File: src/hdl/lpt_pkg.sv
// Package for the light/proximity threshold filter.
// Assumes a 125 MHz aclk and an AXI4-Lite register master.
package lpt_pkg;
  // Register indices; byte address is four times the index
  localparam logic [7:0] IDX_RANGE_CFG = 8'h12;
  localparam logic [7:0] IDX_LIGHT_HYST = 8'h16;
  localparam logic [7:0] IDX_PROX_HYST = 8'h17;
  localparam logic [7:0] IDX_PROX_PERSIST = 8'h18;
  localparam logic [7:0] IDX_LIGHT_PERSIST = 8'h19;
  localparam logic [7:0] IDX_STATUS = 8'h20;
  // Field positions
  localparam int RANGE_SEL_BIT = 5;
  localparam int ST_LIGHT_HIGH_BIT = 0;
  localparam int ST_LIGHT_LOW_BIT = 1;
  localparam int ST_PROX_LSB = 2;
  localparam int ST_LEGACY_BIT = 5;
  // Reset values
  localparam logic [7:0] RST_RANGE_CFG = 8'h00;
  localparam logic [7:0] RST_HYST = 8'h48;
  localparam logic [7:0] RST_PERSIST = 8'h03;
  // High range divides gain by 14.5, held as twice the factor
  localparam int HIGH_RANGE_DIV_X2 = 29;
  // Hysteresis compression: mantissa has an implied leading one
  localparam int HYST_MANT_W = 4;
  localparam int HYST_HIDDEN = 16;
  // AXI responses
  localparam logic [1:0] RESP_OKAY = 2'h0;
  localparam logic [1:0] RESP_DECERR = 2'h3;
  localparam int DATA_W = 16;
  localparam int PROX_CH = 3;

  typedef struct packed {
    logic valid;
    logic is_ir;
    logic [15:0] code;
  } lpt_light_sample_t;

  typedef struct packed {
    logic valid;
    logic [1:0] channel;
    logic [15:0] code;
  } lpt_prox_sample_t;

  typedef struct packed {
    logic [15:0] light_low;
    logic [15:0] light_high;
    logic [2:0][15:0] prox;
  } lpt_thresholds_t;
endpackage

File: src/hdl/lpt_persist_chan.sv
// One threshold channel with hysteresis band and run-length persistence.
// Assumes samples and settings come from logic on the same clock.
`timescale 1ns/1ps
module lpt_persist_chan #(
  parameter int W = 16
) (
  input wire logic aclk,
  input wire logic aresetn,
  input wire logic sample_valid,
  input wire logic [W-1:0] sample,
  input wire logic [W-1:0] threshold,
  input wire logic [W-1:0] hyst,
  input wire logic [3:0] need,
  input wire logic low_side,
  output logic status_q
);
  logic [W:0] sum;
  logic [W-1:0] upper;
  logic [W-1:0] lower;
  logic above;
  logic below;
  logic qual;
  logic [3:0] run_q;

  // Band edges saturate so a wide band never wraps
  always_comb begin
    sum = {1'b0, threshold} + {1'b0, hyst};
    upper = sum[W] ? {W{1'b1}} : sum[W-1:0];
    lower = (threshold > hyst) ? threshold - hyst : '0;
    above = sample > upper;
    below = sample < lower;
    // Leaving a state needs the far band edge, hence the hysteresis
    if (status_q) begin
      qual = low_side ? above : below;
    end else begin
      qual = low_side ? below : above;
    end
  end

  // Run counter and status flip
  always_ff @(posedge aclk) begin
    if (!aresetn) begin
      run_q <= 4'h0;
      status_q <= 1'b0;
    end else if (sample_valid) begin
      if (!qual) begin
        run_q <= 4'h0;
      end else if (run_q + 4'h1 >= need) begin
        run_q <= 4'h0;
        status_q <= ~status_q;
      end else begin
        run_q <= run_q + 4'h1;
      end
    end
  end
endmodule

File: src/hdl/lpt_filter.sv
// Threshold filter for ambient-light and proximity results, with its
// AXI4-Lite register file. Assumes samples arrive from logic on aclk and
// thresholds are held steady by the surrounding sensor logic.
// Functional notes
// - Range bit selects normal or gain/14.5 range
// - Old sequencers apply range to IR too
// - Light hysteresis widens both light thresholds
// - Proximity hysteresis widens all three thresholds
// - Hysteresis byte expands to 16-bit codes
// - Proximity status needs persistence-count qualifying samples
// - Light status needs persistence-count qualifying samples
// - Persistence fields reset to two samples
// - Hysteresis resets to 24 codes, range zero
`timescale 1ns/1ps
module lpt_filter #(
  parameter int ADDR_W = 8,
  parameter bit LEGACY_SEQ = 1'b0
) (
  input wire logic aclk,
  input wire logic aresetn,
  input wire logic [ADDR_W-1:0] s_axi_awaddr,
  input wire logic [2:0] s_axi_awprot,
  input wire logic s_axi_awvalid,
  output logic s_axi_awready,
  input wire logic [31:0] s_axi_wdata,
  input wire logic [3:0] s_axi_wstrb,
  input wire logic s_axi_wvalid,
  output logic s_axi_wready,
  output logic [1:0] s_axi_bresp,
  output logic s_axi_bvalid,
  input wire logic s_axi_bready,
  input wire logic [ADDR_W-1:0] s_axi_araddr,
  input wire logic [2:0] s_axi_arprot,
  input wire logic s_axi_arvalid,
  output logic s_axi_arready,
  output logic [31:0] s_axi_rdata,
  output logic [1:0] s_axi_rresp,
  output logic s_axi_rvalid,
  input wire logic s_axi_rready,
  input wire lpt_pkg::lpt_light_sample_t light_in,
  input wire lpt_pkg::lpt_prox_sample_t prox_in,
  input wire lpt_pkg::lpt_thresholds_t thr_in,
  output logic vis_high_range_q,
  output logic ir_high_range_q,
  output logic [1:0] light_status_q,
  output logic [2:0] prox_status_q,
  output logic [15:0] light_hyst_codes_q,
  output logic [15:0] prox_hyst_codes_q
);
  // Software-visible settings
  logic [7:0] range_cfg_q;
  logic [7:0] light_hyst_q;
  logic [7:0] prox_hyst_q;
  logic [7:0] prox_persist_q;
  logic [7:0] light_persist_q;

  // Write channel capture
  logic aw_held_q;
  logic w_held_q;
  logic [ADDR_W-1:0] waddr_q;
  logic [7:0] wbyte_q;
  logic wlane0_q;
  logic do_write;
  logic wr_hit;

  // Decoded settings
  logic [15:0] light_hyst_codes;
  logic [15:0] prox_hyst_codes;
  logic [3:0] light_need;
  logic [3:0] prox_need;
  logic [1:0] light_st;
  logic [2:0] prox_st;
  logic [31:0] rd_word;
  logic rd_hit;

  // Expand a compressed byte: exponent high nibble, mantissa low nibble
  function automatic logic [15:0] expand_hyst(input logic [7:0] enc);
    logic [19:0] wide;
    logic [4:0] mant;
    mant = 5'(lpt_pkg::HYST_HIDDEN) | {1'b0, enc[lpt_pkg::HYST_MANT_W-1:0]};
    wide = {15'h0000, mant} << enc[7:4];
    if (enc == 8'h00) begin
      expand_hyst = 16'h0000;
    end else begin
      expand_hyst = wide[19:4];
    end
  endfunction

  // Length of the run of ones from bit 0; an empty mask means one sample
  function automatic logic [3:0] run_length(input logic [7:0] mask);
    logic stop;
    run_length = 4'h0;
    stop = 1'b0;
    for (int i = 0; i < 8; i++) begin
      if (mask[i] && !stop) begin
        run_length = run_length + 4'h1;
      end else begin
        stop = 1'b1;
      end
    end
    if (run_length == 4'h0) begin
      run_length = 4'h1;
    end
  endfunction

  // Register index from a byte address; low two bits must be zero
  function automatic logic [8:0] reg_index(input logic [ADDR_W-1:0] addr);
    if (addr[1:0] != 2'b00) begin
      reg_index = 9'h1FF;
    end else begin
      reg_index = {1'b0, 8'(addr >> 2)};
    end
  endfunction

  // Index test against the settings map
  function automatic logic is_mapped(input logic [8:0] idx, input logic wr);
    case (idx)
      {1'b0, lpt_pkg::IDX_RANGE_CFG},
      {1'b0, lpt_pkg::IDX_LIGHT_HYST},
      {1'b0, lpt_pkg::IDX_PROX_HYST},
      {1'b0, lpt_pkg::IDX_PROX_PERSIST},
      {1'b0, lpt_pkg::IDX_LIGHT_PERSIST}: begin
        is_mapped = 1'b1;
      end
      {1'b0, lpt_pkg::IDX_STATUS}: begin
        is_mapped = !wr; // Status is read-only
      end
      default: begin
        is_mapped = 1'b0;
      end
    endcase
  endfunction

  // Address and data taken in either order, one write in flight
  always_ff @(posedge aclk) begin
    if (!aresetn) begin
      aw_held_q <= 1'b0;
      waddr_q <= '0;
    end else if (s_axi_awvalid && s_axi_awready) begin
      aw_held_q <= 1'b1;
      waddr_q <= s_axi_awaddr;
    end else if (do_write) begin
      aw_held_q <= 1'b0;
    end
  end

  always_ff @(posedge aclk) begin
    if (!aresetn) begin
      w_held_q <= 1'b0;
      wbyte_q <= 8'h00;
      wlane0_q <= 1'b0;
    end else if (s_axi_wvalid && s_axi_wready) begin
      w_held_q <= 1'b1;
      wbyte_q <= s_axi_wdata[7:0];
      wlane0_q <= s_axi_wstrb[0];
    end else if (do_write) begin
      w_held_q <= 1'b0;
    end
  end

  // Ready drops once a beat is held, until the response is taken
  always_ff @(posedge aclk) begin
    if (!aresetn) begin
      s_axi_awready <= 1'b0;
      s_axi_wready <= 1'b0;
    end else begin
      s_axi_awready <= !aw_held_q && !(s_axi_awvalid && s_axi_awready)
        && !s_axi_bvalid;
      s_axi_wready <= !w_held_q && !(s_axi_wvalid && s_axi_wready)
        && !s_axi_bvalid;
    end
  end

  assign do_write = aw_held_q && w_held_q && !s_axi_bvalid;
  assign wr_hit = is_mapped(reg_index(waddr_q), 1'b1);

  // Write response
  always_ff @(posedge aclk) begin
    if (!aresetn) begin
      s_axi_bvalid <= 1'b0;
      s_axi_bresp <= lpt_pkg::RESP_OKAY;
    end else if (do_write) begin
      s_axi_bvalid <= 1'b1;
      s_axi_bresp <= wr_hit ? lpt_pkg::RESP_OKAY : lpt_pkg::RESP_DECERR;
    end else if (s_axi_bready) begin
      s_axi_bvalid <= 1'b0;
    end
  end

  // Settings store; only byte lane 0 carries data
  always_ff @(posedge aclk) begin
    if (!aresetn) begin
      range_cfg_q <= lpt_pkg::RST_RANGE_CFG;
      light_hyst_q <= lpt_pkg::RST_HYST;
      prox_hyst_q <= lpt_pkg::RST_HYST;
      prox_persist_q <= lpt_pkg::RST_PERSIST;
      light_persist_q <= lpt_pkg::RST_PERSIST;
    end else if (do_write && wlane0_q) begin
      case (reg_index(waddr_q))
        {1'b0, lpt_pkg::IDX_RANGE_CFG}: begin
          // Reserved bits are not stored, so they always read zero
          range_cfg_q <= wbyte_q & (8'h01 << lpt_pkg::RANGE_SEL_BIT);
        end
        {1'b0, lpt_pkg::IDX_LIGHT_HYST}: begin
          light_hyst_q <= wbyte_q;
        end
        {1'b0, lpt_pkg::IDX_PROX_HYST}: begin
          prox_hyst_q <= wbyte_q;
        end
        {1'b0, lpt_pkg::IDX_PROX_PERSIST}: begin
          prox_persist_q <= wbyte_q;
        end
        {1'b0, lpt_pkg::IDX_LIGHT_PERSIST}: begin
          light_persist_q <= wbyte_q;
        end
        default: begin
          range_cfg_q <= range_cfg_q;
        end
      endcase
    end
  end

  // Read mux; status shows the filter's live decisions
  always_comb begin
    rd_word = 32'h0000_0000;
    rd_hit = is_mapped(reg_index(s_axi_araddr), 1'b0);
    case (reg_index(s_axi_araddr))
      {1'b0, lpt_pkg::IDX_RANGE_CFG}: begin
        rd_word[7:0] = range_cfg_q;
      end
      {1'b0, lpt_pkg::IDX_LIGHT_HYST}: begin
        rd_word[7:0] = light_hyst_q;
      end
      {1'b0, lpt_pkg::IDX_PROX_HYST}: begin
        rd_word[7:0] = prox_hyst_q;
      end
      {1'b0, lpt_pkg::IDX_PROX_PERSIST}: begin
        rd_word[7:0] = prox_persist_q;
      end
      {1'b0, lpt_pkg::IDX_LIGHT_PERSIST}: begin
        rd_word[7:0] = light_persist_q;
      end
      {1'b0, lpt_pkg::IDX_STATUS}: begin
        rd_word[lpt_pkg::ST_LIGHT_HIGH_BIT] = light_st[0];
        rd_word[lpt_pkg::ST_LIGHT_LOW_BIT] = light_st[1];
        rd_word[lpt_pkg::ST_PROX_LSB +: lpt_pkg::PROX_CH] = prox_st;
        rd_word[lpt_pkg::ST_LEGACY_BIT] = LEGACY_SEQ;
      end
      default: begin
        rd_word = 32'h0000_0000;
      end
    endcase
  end

  // Read channel: one read in flight, data one cycle after address
  always_ff @(posedge aclk) begin
    if (!aresetn) begin
      s_axi_arready <= 1'b0;
      s_axi_rvalid <= 1'b0;
      s_axi_rdata <= 32'h0000_0000;
      s_axi_rresp <= lpt_pkg::RESP_OKAY;
    end else begin
      s_axi_arready <= !s_axi_rvalid && !(s_axi_arvalid && s_axi_arready);
      if (s_axi_arvalid && s_axi_arready) begin
        s_axi_rvalid <= 1'b1;
        s_axi_rdata <= rd_word;
        s_axi_rresp <= rd_hit ? lpt_pkg::RESP_OKAY : lpt_pkg::RESP_DECERR;
      end else if (s_axi_rready) begin
        s_axi_rvalid <= 1'b0;
      end
    end
  end

  // Conversion range to the ADC sequencer
  always_ff @(posedge aclk) begin
    if (!aresetn) begin
      vis_high_range_q <= 1'b0;
      ir_high_range_q <= 1'b0;
    end else begin
      // High range trades sensitivity for headroom in direct sunlight
      vis_high_range_q <= range_cfg_q[lpt_pkg::RANGE_SEL_BIT];
      // Later sequencers keep IR in normal range regardless
      ir_high_range_q <= LEGACY_SEQ && range_cfg_q[lpt_pkg::RANGE_SEL_BIT];
    end
  end

  // Hysteresis amounts in ADC codes
  assign light_hyst_codes = expand_hyst(light_hyst_q);
  assign prox_hyst_codes = expand_hyst(prox_hyst_q);
  assign light_need = run_length(light_persist_q);
  assign prox_need = run_length(prox_persist_q);

  always_ff @(posedge aclk) begin
    if (!aresetn) begin
      light_hyst_codes_q <= 16'h0000;
      prox_hyst_codes_q <= 16'h0000;
    end else begin
      light_hyst_codes_q <= light_hyst_codes;
      prox_hyst_codes_q <= prox_hyst_codes;
    end
  end

  // Light window: channel 0 watches the high edge, 1 the low edge.
  // Only visible conversions are judged; IR results feed correction only.
  genvar g;
  generate
    for (g = 0; g < 2; g++) begin : g_light
      lpt_persist_chan #(
        .W(lpt_pkg::DATA_W)
      ) u_chan (
        .aclk(aclk),
        .aresetn(aresetn),
        .sample_valid(light_in.valid && !light_in.is_ir),
        .sample(light_in.code),
        .threshold(g == 0 ? thr_in.light_high : thr_in.light_low),
        .hyst(light_hyst_codes),
        .need(light_need),
        .low_side(g == 1),
        .status_q(light_st[g])
      );
    end
    // One channel per proximity LED measurement
    for (g = 0; g < lpt_pkg::PROX_CH; g++) begin : g_prox
      lpt_persist_chan #(
        .W(lpt_pkg::DATA_W)
      ) u_chan (
        .aclk(aclk),
        .aresetn(aresetn),
        .sample_valid(prox_in.valid && prox_in.channel == 2'(g)),
        .sample(prox_in.code),
        .threshold(thr_in.prox[g]),
        .hyst(prox_hyst_codes),
        .need(prox_need),
        .low_side(1'b0),
        .status_q(prox_st[g])
      );
    end
  endgenerate

  // Status outputs one flop after the channel decision
  always_ff @(posedge aclk) begin
    if (!aresetn) begin
      light_status_q <= 2'h0;
      prox_status_q <= 3'h0;
    end else begin
      light_status_q <= light_st;
      prox_status_q <= prox_st;
    end
  end
endmodule

File: config.mk
export PLATFORM = sky130hd
export DESIGN_NAME = lpt_filter
export DESIGN_NICKNAME = d
export VERILOG_FILES = /design/src/hdl/lpt_pkg.sv /design/src/hdl/lpt_persist_chan.sv /design/src/hdl/lpt_filter.sv
export SDC_FILE = /design/constraint.sdc
export NUM_CORES = 1
export LEC_CHECK = 0
export ABC_AREA = 1
export ABC_CLOCK_PERIOD_IN_PS = 7000
export CORE_MARGIN = 2
export CORE_UTILIZATION = 30
export DETAILED_ROUTE_END_ITERATION = 8
export DONT_BUFFER_PORTS = 1
export PLACE_DENSITY = 0.49
export SYNTH_ARGS = -nofsm -noshare
export SYNTH_HDL_FRONTEND = slang
export SYNTH_SLANG_ARGS = --single-unit
export TNS_END_PERCENT = 10
File: constraint.sdc
create_clock -name aclk -period 7 [get_ports aclk]
set_input_delay 1.4 -clock aclk [delete_from_list [all_inputs] [get_ports aclk]]
set_output_delay 1.4 -clock aclk [all_outputs]
set_load 0.1 [all_outputs]
=== Word-level counts from Yosys, hierarchy flattened ===
Cells that the tools add are included.

* Output and inout port bits: 80
* Input bits: 182
* Word-level logic and storage cells: 255
* Register bits: 132

* Eq/ne operators: 18
* Reductions and logical operators: 72
* Multiplexer cells: 76
* Shifts and indexed selects: 2
* Bitwise operators: 5
* Magnitude comparators: 20
* $add $sub $neg: 29

{| class="wikitable"
|+ Operators by type and width
! kind !! number
|-
| 2-to-1 mux 16 bit || 12
|-
| > comparator 16 bit || 10
|-
| == test 9 x 5 -> 1 bit, second input constant || 15
|-
| 2-to-1 mux 4 bit || 26
|-
| adder 16 x 16 -> 17 bit || 5
|-
| less-than comparator 16 bit || 5
|-
| subtractor 16 bit || 5
|-
| adder 4 x 1 -> 4 bit, second input constant || 19
|-
| left shift 5 x 4 -> 20 bit || 2
|-
| 2-to-1 mux 9 bit || 4
|-
| one-hot mux 6 bit (6 select lines) || 1
|-
| 2-to-1 mux 1 bit || 30
|-
| logical AND 1 bit || 29
|-
| >= comparator 4 bit || 5
|-
| logical NOT 1 bit || 20
|-
| logical NOT 8 bit || 2
|-
| AND reduction 3 bit || 5
|-
| nonzero test 2 bit || 6
|-
| AND reduction 2 bit || 5
|-
| == test 9 x 6 -> 1 bit, second input constant || 1
|-
| logical NOT 4 bit || 2
|-
| one-hot mux 2 bit (4 select lines) || 1
|-
| OR reduction 6 bit || 1
|-
| NOT 1 bit || 5
|-
| other kinds (5) || 6
|}

=== Logic depth before layout (Yosys ltp) ===
Gate-level depths: netlist (run 1).

* Word-level depth: 25
* Depth in mapped cells: 37
* Gate-level depth less buffers: 36

=== Hierarchy ===
A second synthesis (run 1) with hierarchy kept.

* Cells, all modules: 2920
* Area, all modules: 18989.5 um^2

{| class="wikitable"
|+ By module, submodules not included
! module !! times used !! sequential area each (um^2) !! area an instance (um^2) !! cells an instance
|-
| lpt_persist_chan (g_prox[0].u_chan ...) || 2 || 100.1 || 2731.4 || 434
|-
| lpt_filter || 1 || 2102.0 || 5341.4 || 752
|-
| lpt_persist_chan (g_light[1].u_chan) || 1 || 100.1 || 2752.6 || 435
|-
| lpt_persist_chan (g_prox[2].u_chan) || 1 || 100.1 || 2726.4 || 433
|-
| lpt_persist_chan (g_light[0].u_chan) || 1 || 100.1 || 2706.3 || 432
|}

=== Worst setup path before layout (run 1) ===
Ideal clock, no wire load.

* Kind: flip-flop to flip-flop
* Start: register prox_hyst_q[4]
* End: register g_prox[1].u_chan.status_q
* Stages on the path, launching flop included: 35
* Buffers on the path: 1
* Arrival: 4.431 ns
* Setup slack: 2.458 ns
* Data required time: 6.889 ns
* Path through: dfxtp_1 -> clkbuf_1 -> inv_1 -> nand2_1 -> o21ai_0 -> a21oi_1 -> o21ai_0 -> nor2_1 -> inv_1 -> ha_1 -> nor2_1 -> nand2_1 -> nand2_1 -> nand2_1 -> nand2_1 -> a21oi_1 -> inv_1 -> nand3_1 -> nand2_1 -> a21boi_1 -> o21ai_1 -> nand2_1 -> nand3_1 -> a21oi_1 -> ha_1 -> a21oi_1 -> nor2_1 -> a2111oi_0 -> nand2_1 -> nand2_1 -> nand2_1 -> nand3_1 -> nand2_1 -> inv_1 -> nor2_1

* Cells in the longest elaborated chain, start to end: 7

{| class="wikitable"
|+ RTL lines
! what !! RTL line !! text
|-
| start: declaration || lpt_filter.sv:53 || <nowiki>logic [7:0] prox_hyst_q;</nowiki>
|-
| start signal: assignment || lpt_filter.sv:195 || <nowiki>prox_hyst_q <= lpt_pkg::RST_HYST;</nowiki>
|-
| start signal: assignment || lpt_filter.sv:208 || <nowiki>prox_hyst_q <= wbyte_q;</nowiki>
|-
| left shift 5 x 4 -> 20 bit / logical NOT 8 bit (equally long branches) || lpt_filter.sv:81, lpt_filter.sv:82 ||
|-
| 2-to-1 mux 16 bit (*) || lpt_filter.sv:82 || <nowiki>if (enc == 8'h00) begin</nowiki>
|-
| named net g_prox[0].u_chan.hyst[1] || lpt_persist_chan.sv:12 || <nowiki>input wire logic [W-1:0] hyst,</nowiki>
|-
| adder 16 x 16 -> 17 bit (tied with other cells) || lpt_persist_chan.sv:27 || <nowiki>sum = {1'b0, threshold} + {1'b0, hyst};</nowiki>
|-
| 2-to-1 mux 16 bit, on equally long branches || lpt_persist_chan.sv:28, lpt_persist_chan.sv:29 ||
|-
| > comparator 16 bit / less-than comparator 16 bit (equally long branches) || lpt_persist_chan.sv:30, lpt_persist_chan.sv:31 ||
|-
| 2-to-1 mux 1 bit (*) || lpt_persist_chan.sv:33 || <nowiki>if (status_q) begin</nowiki>
|-
| AND reduction 3 bit (no source line) (*) || -- ||
|-
| end signal: assignment || lpt_persist_chan.sv:50 || <nowiki>status_q <= ~status_q;</nowiki>
|-
| end: declaration || lpt_persist_chan.sv:15 || <nowiki>output logic status_q</nowiki>
|}

Mark *: on every way through the listed nets, which the timed path passes. The rest lies on a longest branch.
A chain may end at the register's enable or synchronous reset.

=== Final worst setup path (run 1) ===
* Start: register prox_hyst_q[4]
* End: register g_prox[1].u_chan.run_q[1]

* Cells in the longest elaborated chain, start to end: 7

{| class="wikitable"
|+ RTL lines
! what !! RTL line !! text
|-
| left shift 5 x 4 -> 20 bit / logical NOT 8 bit (equally long branches) || lpt_filter.sv:81, lpt_filter.sv:82 ||
|-
| 2-to-1 mux 16 bit (*) || lpt_filter.sv:82 ||
|-
| named net g_prox[0].u_chan.hyst[0] || lpt_persist_chan.sv:12 ||
|-
| adder 16 x 16 -> 17 bit (tied with other cells) || lpt_persist_chan.sv:27 ||
|-
| 2-to-1 mux 16 bit, on equally long branches || lpt_persist_chan.sv:28, lpt_persist_chan.sv:29 ||
|-
| > comparator 16 bit / less-than comparator 16 bit (equally long branches) || lpt_persist_chan.sv:30, lpt_persist_chan.sv:31 ||
|-
| 2-to-1 mux 1 bit (*) || lpt_persist_chan.sv:33 ||
|-
| 2-to-1 mux 4 bit (*) || lpt_persist_chan.sv:46 || <nowiki>if (!qual) begin</nowiki>
|-
| end signal: assignment || lpt_persist_chan.sv:52 || <nowiki>run_q <= run_q + 4'h1;</nowiki>
|-
| end: declaration || lpt_persist_chan.sv:23 || <nowiki>logic [3:0] run_q;</nowiki>
|}

Marks and branches as above.

==> results of run 1 <==
-- layout by cell type (no fill, tap or decap), types with 31 or more instances in the layout --
cell | synthesis | routed
nand2_1 | 606 | 606
xor2_1 | 54 | 54
o21ai_1 | 31 | 31
nor3_1 | 35 | 35
o21ai_0 | 120 | 120
dfxtp_1 | 130 | 128
a21oi_1 | 293 | 293
nor2_1 | 294 | 294
nand3_1 | 174 | 174
inv_1 | 373 | 373
ha_1 | 367 | 367
-- kinds of logic (layout without fill, tap and decap cells) --
group / count (synthesis) / after routing / share of synthesized area
other: 1 / 25 / 0.0002055
AND/OR/NAND/NOR: 1208 / 1208 / 0.2795
AO/OA/AOI/OAI: 582 / 582 / 0.1790
flip-flops: 130 / 130 / 0.1426
adder cells (fa/ha/maj): 377 / 377 / 0.2626
buffers and inverters: 468 / 432 / 0.1033
multiplexers: 3 / 3 / 0.001646
XOR/XNOR: 65 / 65 / 0.03120
-- where the power goes --
part | switching, mW | internal, mW | total (mW)
logic | 0.463 | 0.247 | 0.710
registers | 0.0447 | 0.754 | 0.799
clock network | 0.420 | 0.508 | 0.928
-- worst register-to-register path, delay by kind of cell (launching register included) --
kind / cells / cell delay (ns)
AND/OR/NAND/NOR: 12 / 1.37
multiplexers: 1 / 0.26
flip-flops: 1 / 0.49
buffers and inverters: 2 / 0.13
adder cells (fa/ha/maj): 3 / 0.98
AO/OA/AOI/OAI: 11 / 2.26
XOR/XNOR: 1 / 0.18
-- synthesized netlist by cell type (all sizes together) (18+ instances only) --
cell type,number,share of area
nor3,39,0.012
dfxtp,130,0.14
nor2,296,0.061
a31oi,19,0.0065
o21ai,152,0.042
clkbuf,39,0.0080
a21oi,293,0.080
o211ai,18,0.0074
buf,43,0.015
ha,367,0.25
nand2,613,0.13
xor2,54,0.026
nand4,28,0.0099
nand3,174,0.048
a21boi,25,0.010
or2,31,0.011
inv,383,0.079
-- per-layer routing --
layer | vias to the layer above | GRT usage | wire (um)
met3 | 47 | 0.03554 | 3310
met1 | 8188 | 0.2530 | 28640
met4 | 0 | 0.03867 | 916
met5 | - | 0 | 0
li1 | 9336 | - | -
met2 | 369 | 0.3297 | 28570
-- worst min path at each step --
| stage | to | slack (ns) |
|---|---|---|
| floorplan | vis_high_range_q | 0.41 |
| global placement | vis_high_range_q | 0.44 |
| detailed placement | vis_high_range_q | 0.45 |
| CTS | vis_high_range_q | 0.45 |
| global route | vis_high_range_q | 0.46 |
| finish | vis_high_range_q | 0.44 |
-- metrics by stage --
step	utilization	setup WS, ns	hold slack (ns)
after detailed placement	0.3153	1.176	0.4491
after CTS	0.3251	1.164	0.4481
after global placement	0.3153	1.244	0.4360
after floorplan	-	2.458	0.4071
after global routing	0.3251	0.5736	0.4589
final	0.3251	1.187	0.4418
-- flip-flops by register name, indices dropped and copies added, names as in the netlist, 2 cells and up --
name / count
light_hyst_codes_q: 16
s_axi_rdata: 8
light_status_q: 2
prox_persist_q: 8
prox_hyst_codes_q: 16
light_hyst_q: 8
g_light.u_chan.run_q: 8
wbyte_q: 8
g_prox.u_chan.run_q: 12
waddr_q: 8
g_light.u_chan.status_q: 2
prox_status_q: 3
g_prox.u_chan.status_q: 3
light_persist_q: 8
prox_hyst_q: 8
-- layout make-up --
| type | count | area share |
|---|---|---|
| Inverter | 386 | 0.07429 |
| Clock buffer | 17 | 0.02172 |
| Sequential cell | 130 | 0.1330 |
| Multi-Input combinational cell | 2260 | 0.7072 |
| Timing Repair Buffer | 14 | 0.005366 |
| Tap cell | 782 | 0.04995 |
| Clock inverter | 15 | 0.008496 |
==> reports/metrics.cfg, run 1 <==
[status]
status = completed

[setup_path]
path_depth = 30
crit_buf_inv = 2
cp-start-kind = flop
critPathRequiredTime_ns = 7.29
crit_path_end = g_prox[1].u_chan.run_q[1]
worstReg2RegEnd = g_prox[1].u_chan.run_q[1]
reg2reg_depth = 30
crit_slowest_cell = a2111oi_0
r2r_start = prox_hyst_q[4]
path_max_fanout = 8
slowest_delay_ns = 0.71
crit_family = compound AO/OA/AOI/OAI gates
cp_common_cell = nand2_1
arrival_ns = 6.10
critPathCaptureType = flop
path_class = reg -> reg
cp-startpoint = prox_hyst_q[4]
r2r_setup_slack_ns = 1.19

[sta]
finalSetupViolCount = 0
rsz0062_at_grt = false
fin_skew_ns = 0.02054
slew_violations = 0
fin_crit_sh = 0.8305
timing.fmax_mhz = 172.0
worstMarginPinSlew_ns = 1.079
max_slew_margin = 0.2799
hold_violations = 0
tns_ns = 0
final.min_clock_period_ns = 5.813

[floorplan]
die_y_um = 250.6
die_w_um = 250.6
dieArea_um2 = 62820
io-pin-count = 262
initial_core_util = 0.3029
num_rows = 90
core_area_um2 = 60250

[grt]
grt_max_degree = 60
grt_pass1_wl_um = 95540
grt_usage = 0.1930
antenna_found_initial = 0
grt_pass1_vias = 17150
gr-total-overflow = 0

[cts]
numCtsBuffers = 17
cts-root-buf = clkbuf_16
clk_pin_slew_ns = 0.07
clk_latency_ns = 0.45
cts_setup_buffers = 0
clock_path_buffers = 2
cts_tree = built
htree_num_levels = 4
cts_sinks = 130
ctsResizeCount = 0
cts_hold_buf = 0

[yosys]
synthFlopType = dfxtp_1
async_reset_ff_frac = 0
syn-cell-area_um2 = 18250
synth.distinct_cells = 58
synthCells = 2834
avgSynthCellArea_um2 = 6.439
synth_edf_count = 0
ys_ff_latch = 130
yosysWarnings = 0
yosysSeqAreaShare = 0.1426

[final_layout]
fin_cells = 3604
drive_above_1_share = 0.03792
final-seq-area_um2 = 2605
fillCellCount = 6611
multi_input_area_um2 = 13850
nNetsFinal = 3368
syn_to_final_growth_pct = 7.336
design_area_um2 = 19590
antennaDiodeCount = 0

[place]
dp.cells = 3572
hpwlAfterDp_um = 52560
placed_area_um2 = 19000
gp_congestion = 0.9458
port_buffers = 0

[min_path]
hold_class = reg -> reg
min_from = range_cfg_q[5]
whs_path_depth = 2

[detailed_routing]
vias = 17940
routed_via_density = 4.978
wl_um = 61430
wire_per_inst_um = 17.05
drc = 0
final_antenna_net_count = 0
first_pass_iters = 5
drt_iter0_markers = 1088

[power]
total_power_mw = 2.436
p_per_area_nw_per_um2 = 124.4
peakVddDrop_v = 0.0001546
p_leak_nw = 9.822

[job]
drv_cap = 0

Power figures use the tool's default switching activity.
==> run 2, diff against run 1 <==
- ABC_CLOCK_PERIOD_IN_PS: 7000 -> 4900
- PLACE_DENSITY: 0.49 -> 0.5
- clock period: 7 -> 4.9 ns (I/O delays scaled with it)
==> run 2 against run 1 <==
Against the previous run: wire length up 2.0%; largest power group unchanged; via count rose by 3.1%; critical path type unchanged; largest cell class unchanged; clock-buffer cell count stayed put.
==> reports/metrics.cfg, run 2 (synthesis gave the netlist of run 1 again) <==
[status]
status = completed

[sta]
rsz0062_at_grt = true
max_slew_margin = 0.2499
hold_violations = 0
timing.fmax_mhz = 218.4
holdWs_ns = 0.4445
final.min_clock_period_ns = 4.580
setup_ws_ns = 0.3205
fin_skew_ns = 0.01500
fin_crit_sh = 0.9346
finalSetupViolCount = 0
worstMarginPinSlew_ns = 1.124
slew_violations = 0

[setup_path]
slowest_delay_ns = 0.37
arrival_ns = 4.89
crit_family = simple AND/OR/NAND/NOR gates
worstReg2RegEnd = g_prox[1].u_chan.run_q[2]
cp-startpoint = prox_hyst_q[0]
reg2reg_depth = 29
r2r_setup_slack_ns = 0.32
critPathRequiredTime_ns = 5.21
path_depth = 29
cp-start-kind = flop
r2r_start = prox_hyst_q[0]
crit_slowest_cell = dfxtp_1
path_class = reg -> reg
crit_buf_inv = 4
path_max_fanout = 6
critPathCaptureType = flop
crit_path_end = g_prox[1].u_chan.run_q[2]

[floorplan]
dieArea_um2 = 62820
core_area_um2 = 60250
die_y_um = 250.6
die_w_um = 250.6
io-pin-count = 262
num_rows = 90
initial_core_util = 0.3029

[grt]
grt_pass1_vias = 17690
gr-total-overflow = 0
grt_pass1_wl_um = 95690
grt_max_degree = 60
antenna_found_initial = 1
grt_usage = 0.1969

[detailed_routing]
first_pass_iters = 5
vias = 18500
final_antenna_net_count = 0
drt_iter0_markers = 917
wire_per_inst_um = 16.40
routed_via_density = 4.842
drc = 0
wl_um = 62660

[power]
p_per_area_nw_per_um2 = 163.9
p_leak_nw = 10.89
peakVddDrop_v = 0.0001748

[place]
hpwlAfterDp_um = 53330
pre_cts_ws_ns = -0.1513
port_buffers = 0
dp.cells = 3785
gp_congestion = 0.9312

[cts]
cts_tree = built
cts_sinks = 130
cts_hold_buf = 0
clk_latency_ns = 0.48
clock_path_buffers = 2
cts-root-buf = clkbuf_16
clk_pin_slew_ns = 0.07
htree_num_levels = 4
numCtsBuffers = 17

[final_layout]
syn_to_final_growth_pct = 18.90
antennaDiodeCount = 0
top_regs = light_hyst_codes_q (16), prox_hyst_codes_q (16), g_prox.u_chan.run_q (12)
nNetsFinal = 3585
layout_commonest_cell = nand2_1
drive_above_1_share = 0.1471
final_cell_mix = nand2_1 (595), inv_1 (361), ha_1 (357)
fin_cells = 3821

[min_path]
hold_class = reg -> reg

[job]
drv_cap = 0

[run 2: per-stage QoR]
stage	total power [mW]	cell area (um^2)	util	TNS, ns
2_1_floorplan	1.981	18340	-	0
3_3_place_gp	2.248	20620	0.3423	-1.739
3_5_place_dp	2.250	20620	0.3423	-1.834
4_1_cts	3.579	21230	0.3525	0
5_1_grt	3.796	21700	0.3602	-0.2417
6_report	3.556	21700	0.3602	0
[run 2: worst min-delay path, cell delays in order, from the launching register on]
cell and delay, ns:
dfxtp_1 0.31, nand2_1 0.06, inv_1 0.04
[run 2: layout make-up]
cell class | instances | area, um^2
clock inverters | 15 | 160.2
repair buffers | 231 | 1763
well taps | 782 | 978.4
flip-flops and latches | 130 | 2616
clock buffers | 17 | 425.4
inverters | 386 | 1455
multi-input cells | 2260 | 14300
fillers | 6648 | 38550
[run 2: power breakdown]
part	total (mW)	switching, mW	internal [mW]	leakage (nW)
combinational	1.11	0.686	0.428	9.55
sequential	1.14	0.0630	1.08	1.06
clock	1.30	0.625	0.678	0.283
[run 2: how the worst min path moves through the flow]
stage                    from               end  slack, ns  depth (start not counted)
6_report       range_cfg_q[5]  vis_high_range_q       0.44                          2
5_1_grt            waddr_q[6]        waddr_q[6]       0.48                          2
4_1_cts        range_cfg_q[5]  vis_high_range_q       0.46                          2
3_5_place_dp         w_held_q      s_axi_wready       0.44                          1
3_3_place_gp       waddr_q[6]        waddr_q[6]       0.44                          2
2_1_floorplan  range_cfg_q[5]  vis_high_range_q       0.41                          2
[run 2: routing by layer]
| layer | up-vias | part of all wire | GRT usage |
|---|---|---|---|
| met2 | 304 | 0.45 | 0.3250 |
| met3 | 57 | 0.050 | 0.03814 |
| met5 | - | 0.00027 | 0 |
| met1 | 8350 | 0.48 | 0.2630 |
| met4 | 2 | 0.019 | 0.04756 |
| li1 | 9787 | - | - |
[run 2: timing repair]
action                     CTS  global route
gates resized for setup     14           146
pin swaps                    2            26
setup endpoints to repair   21            25
setup buffers                0             4
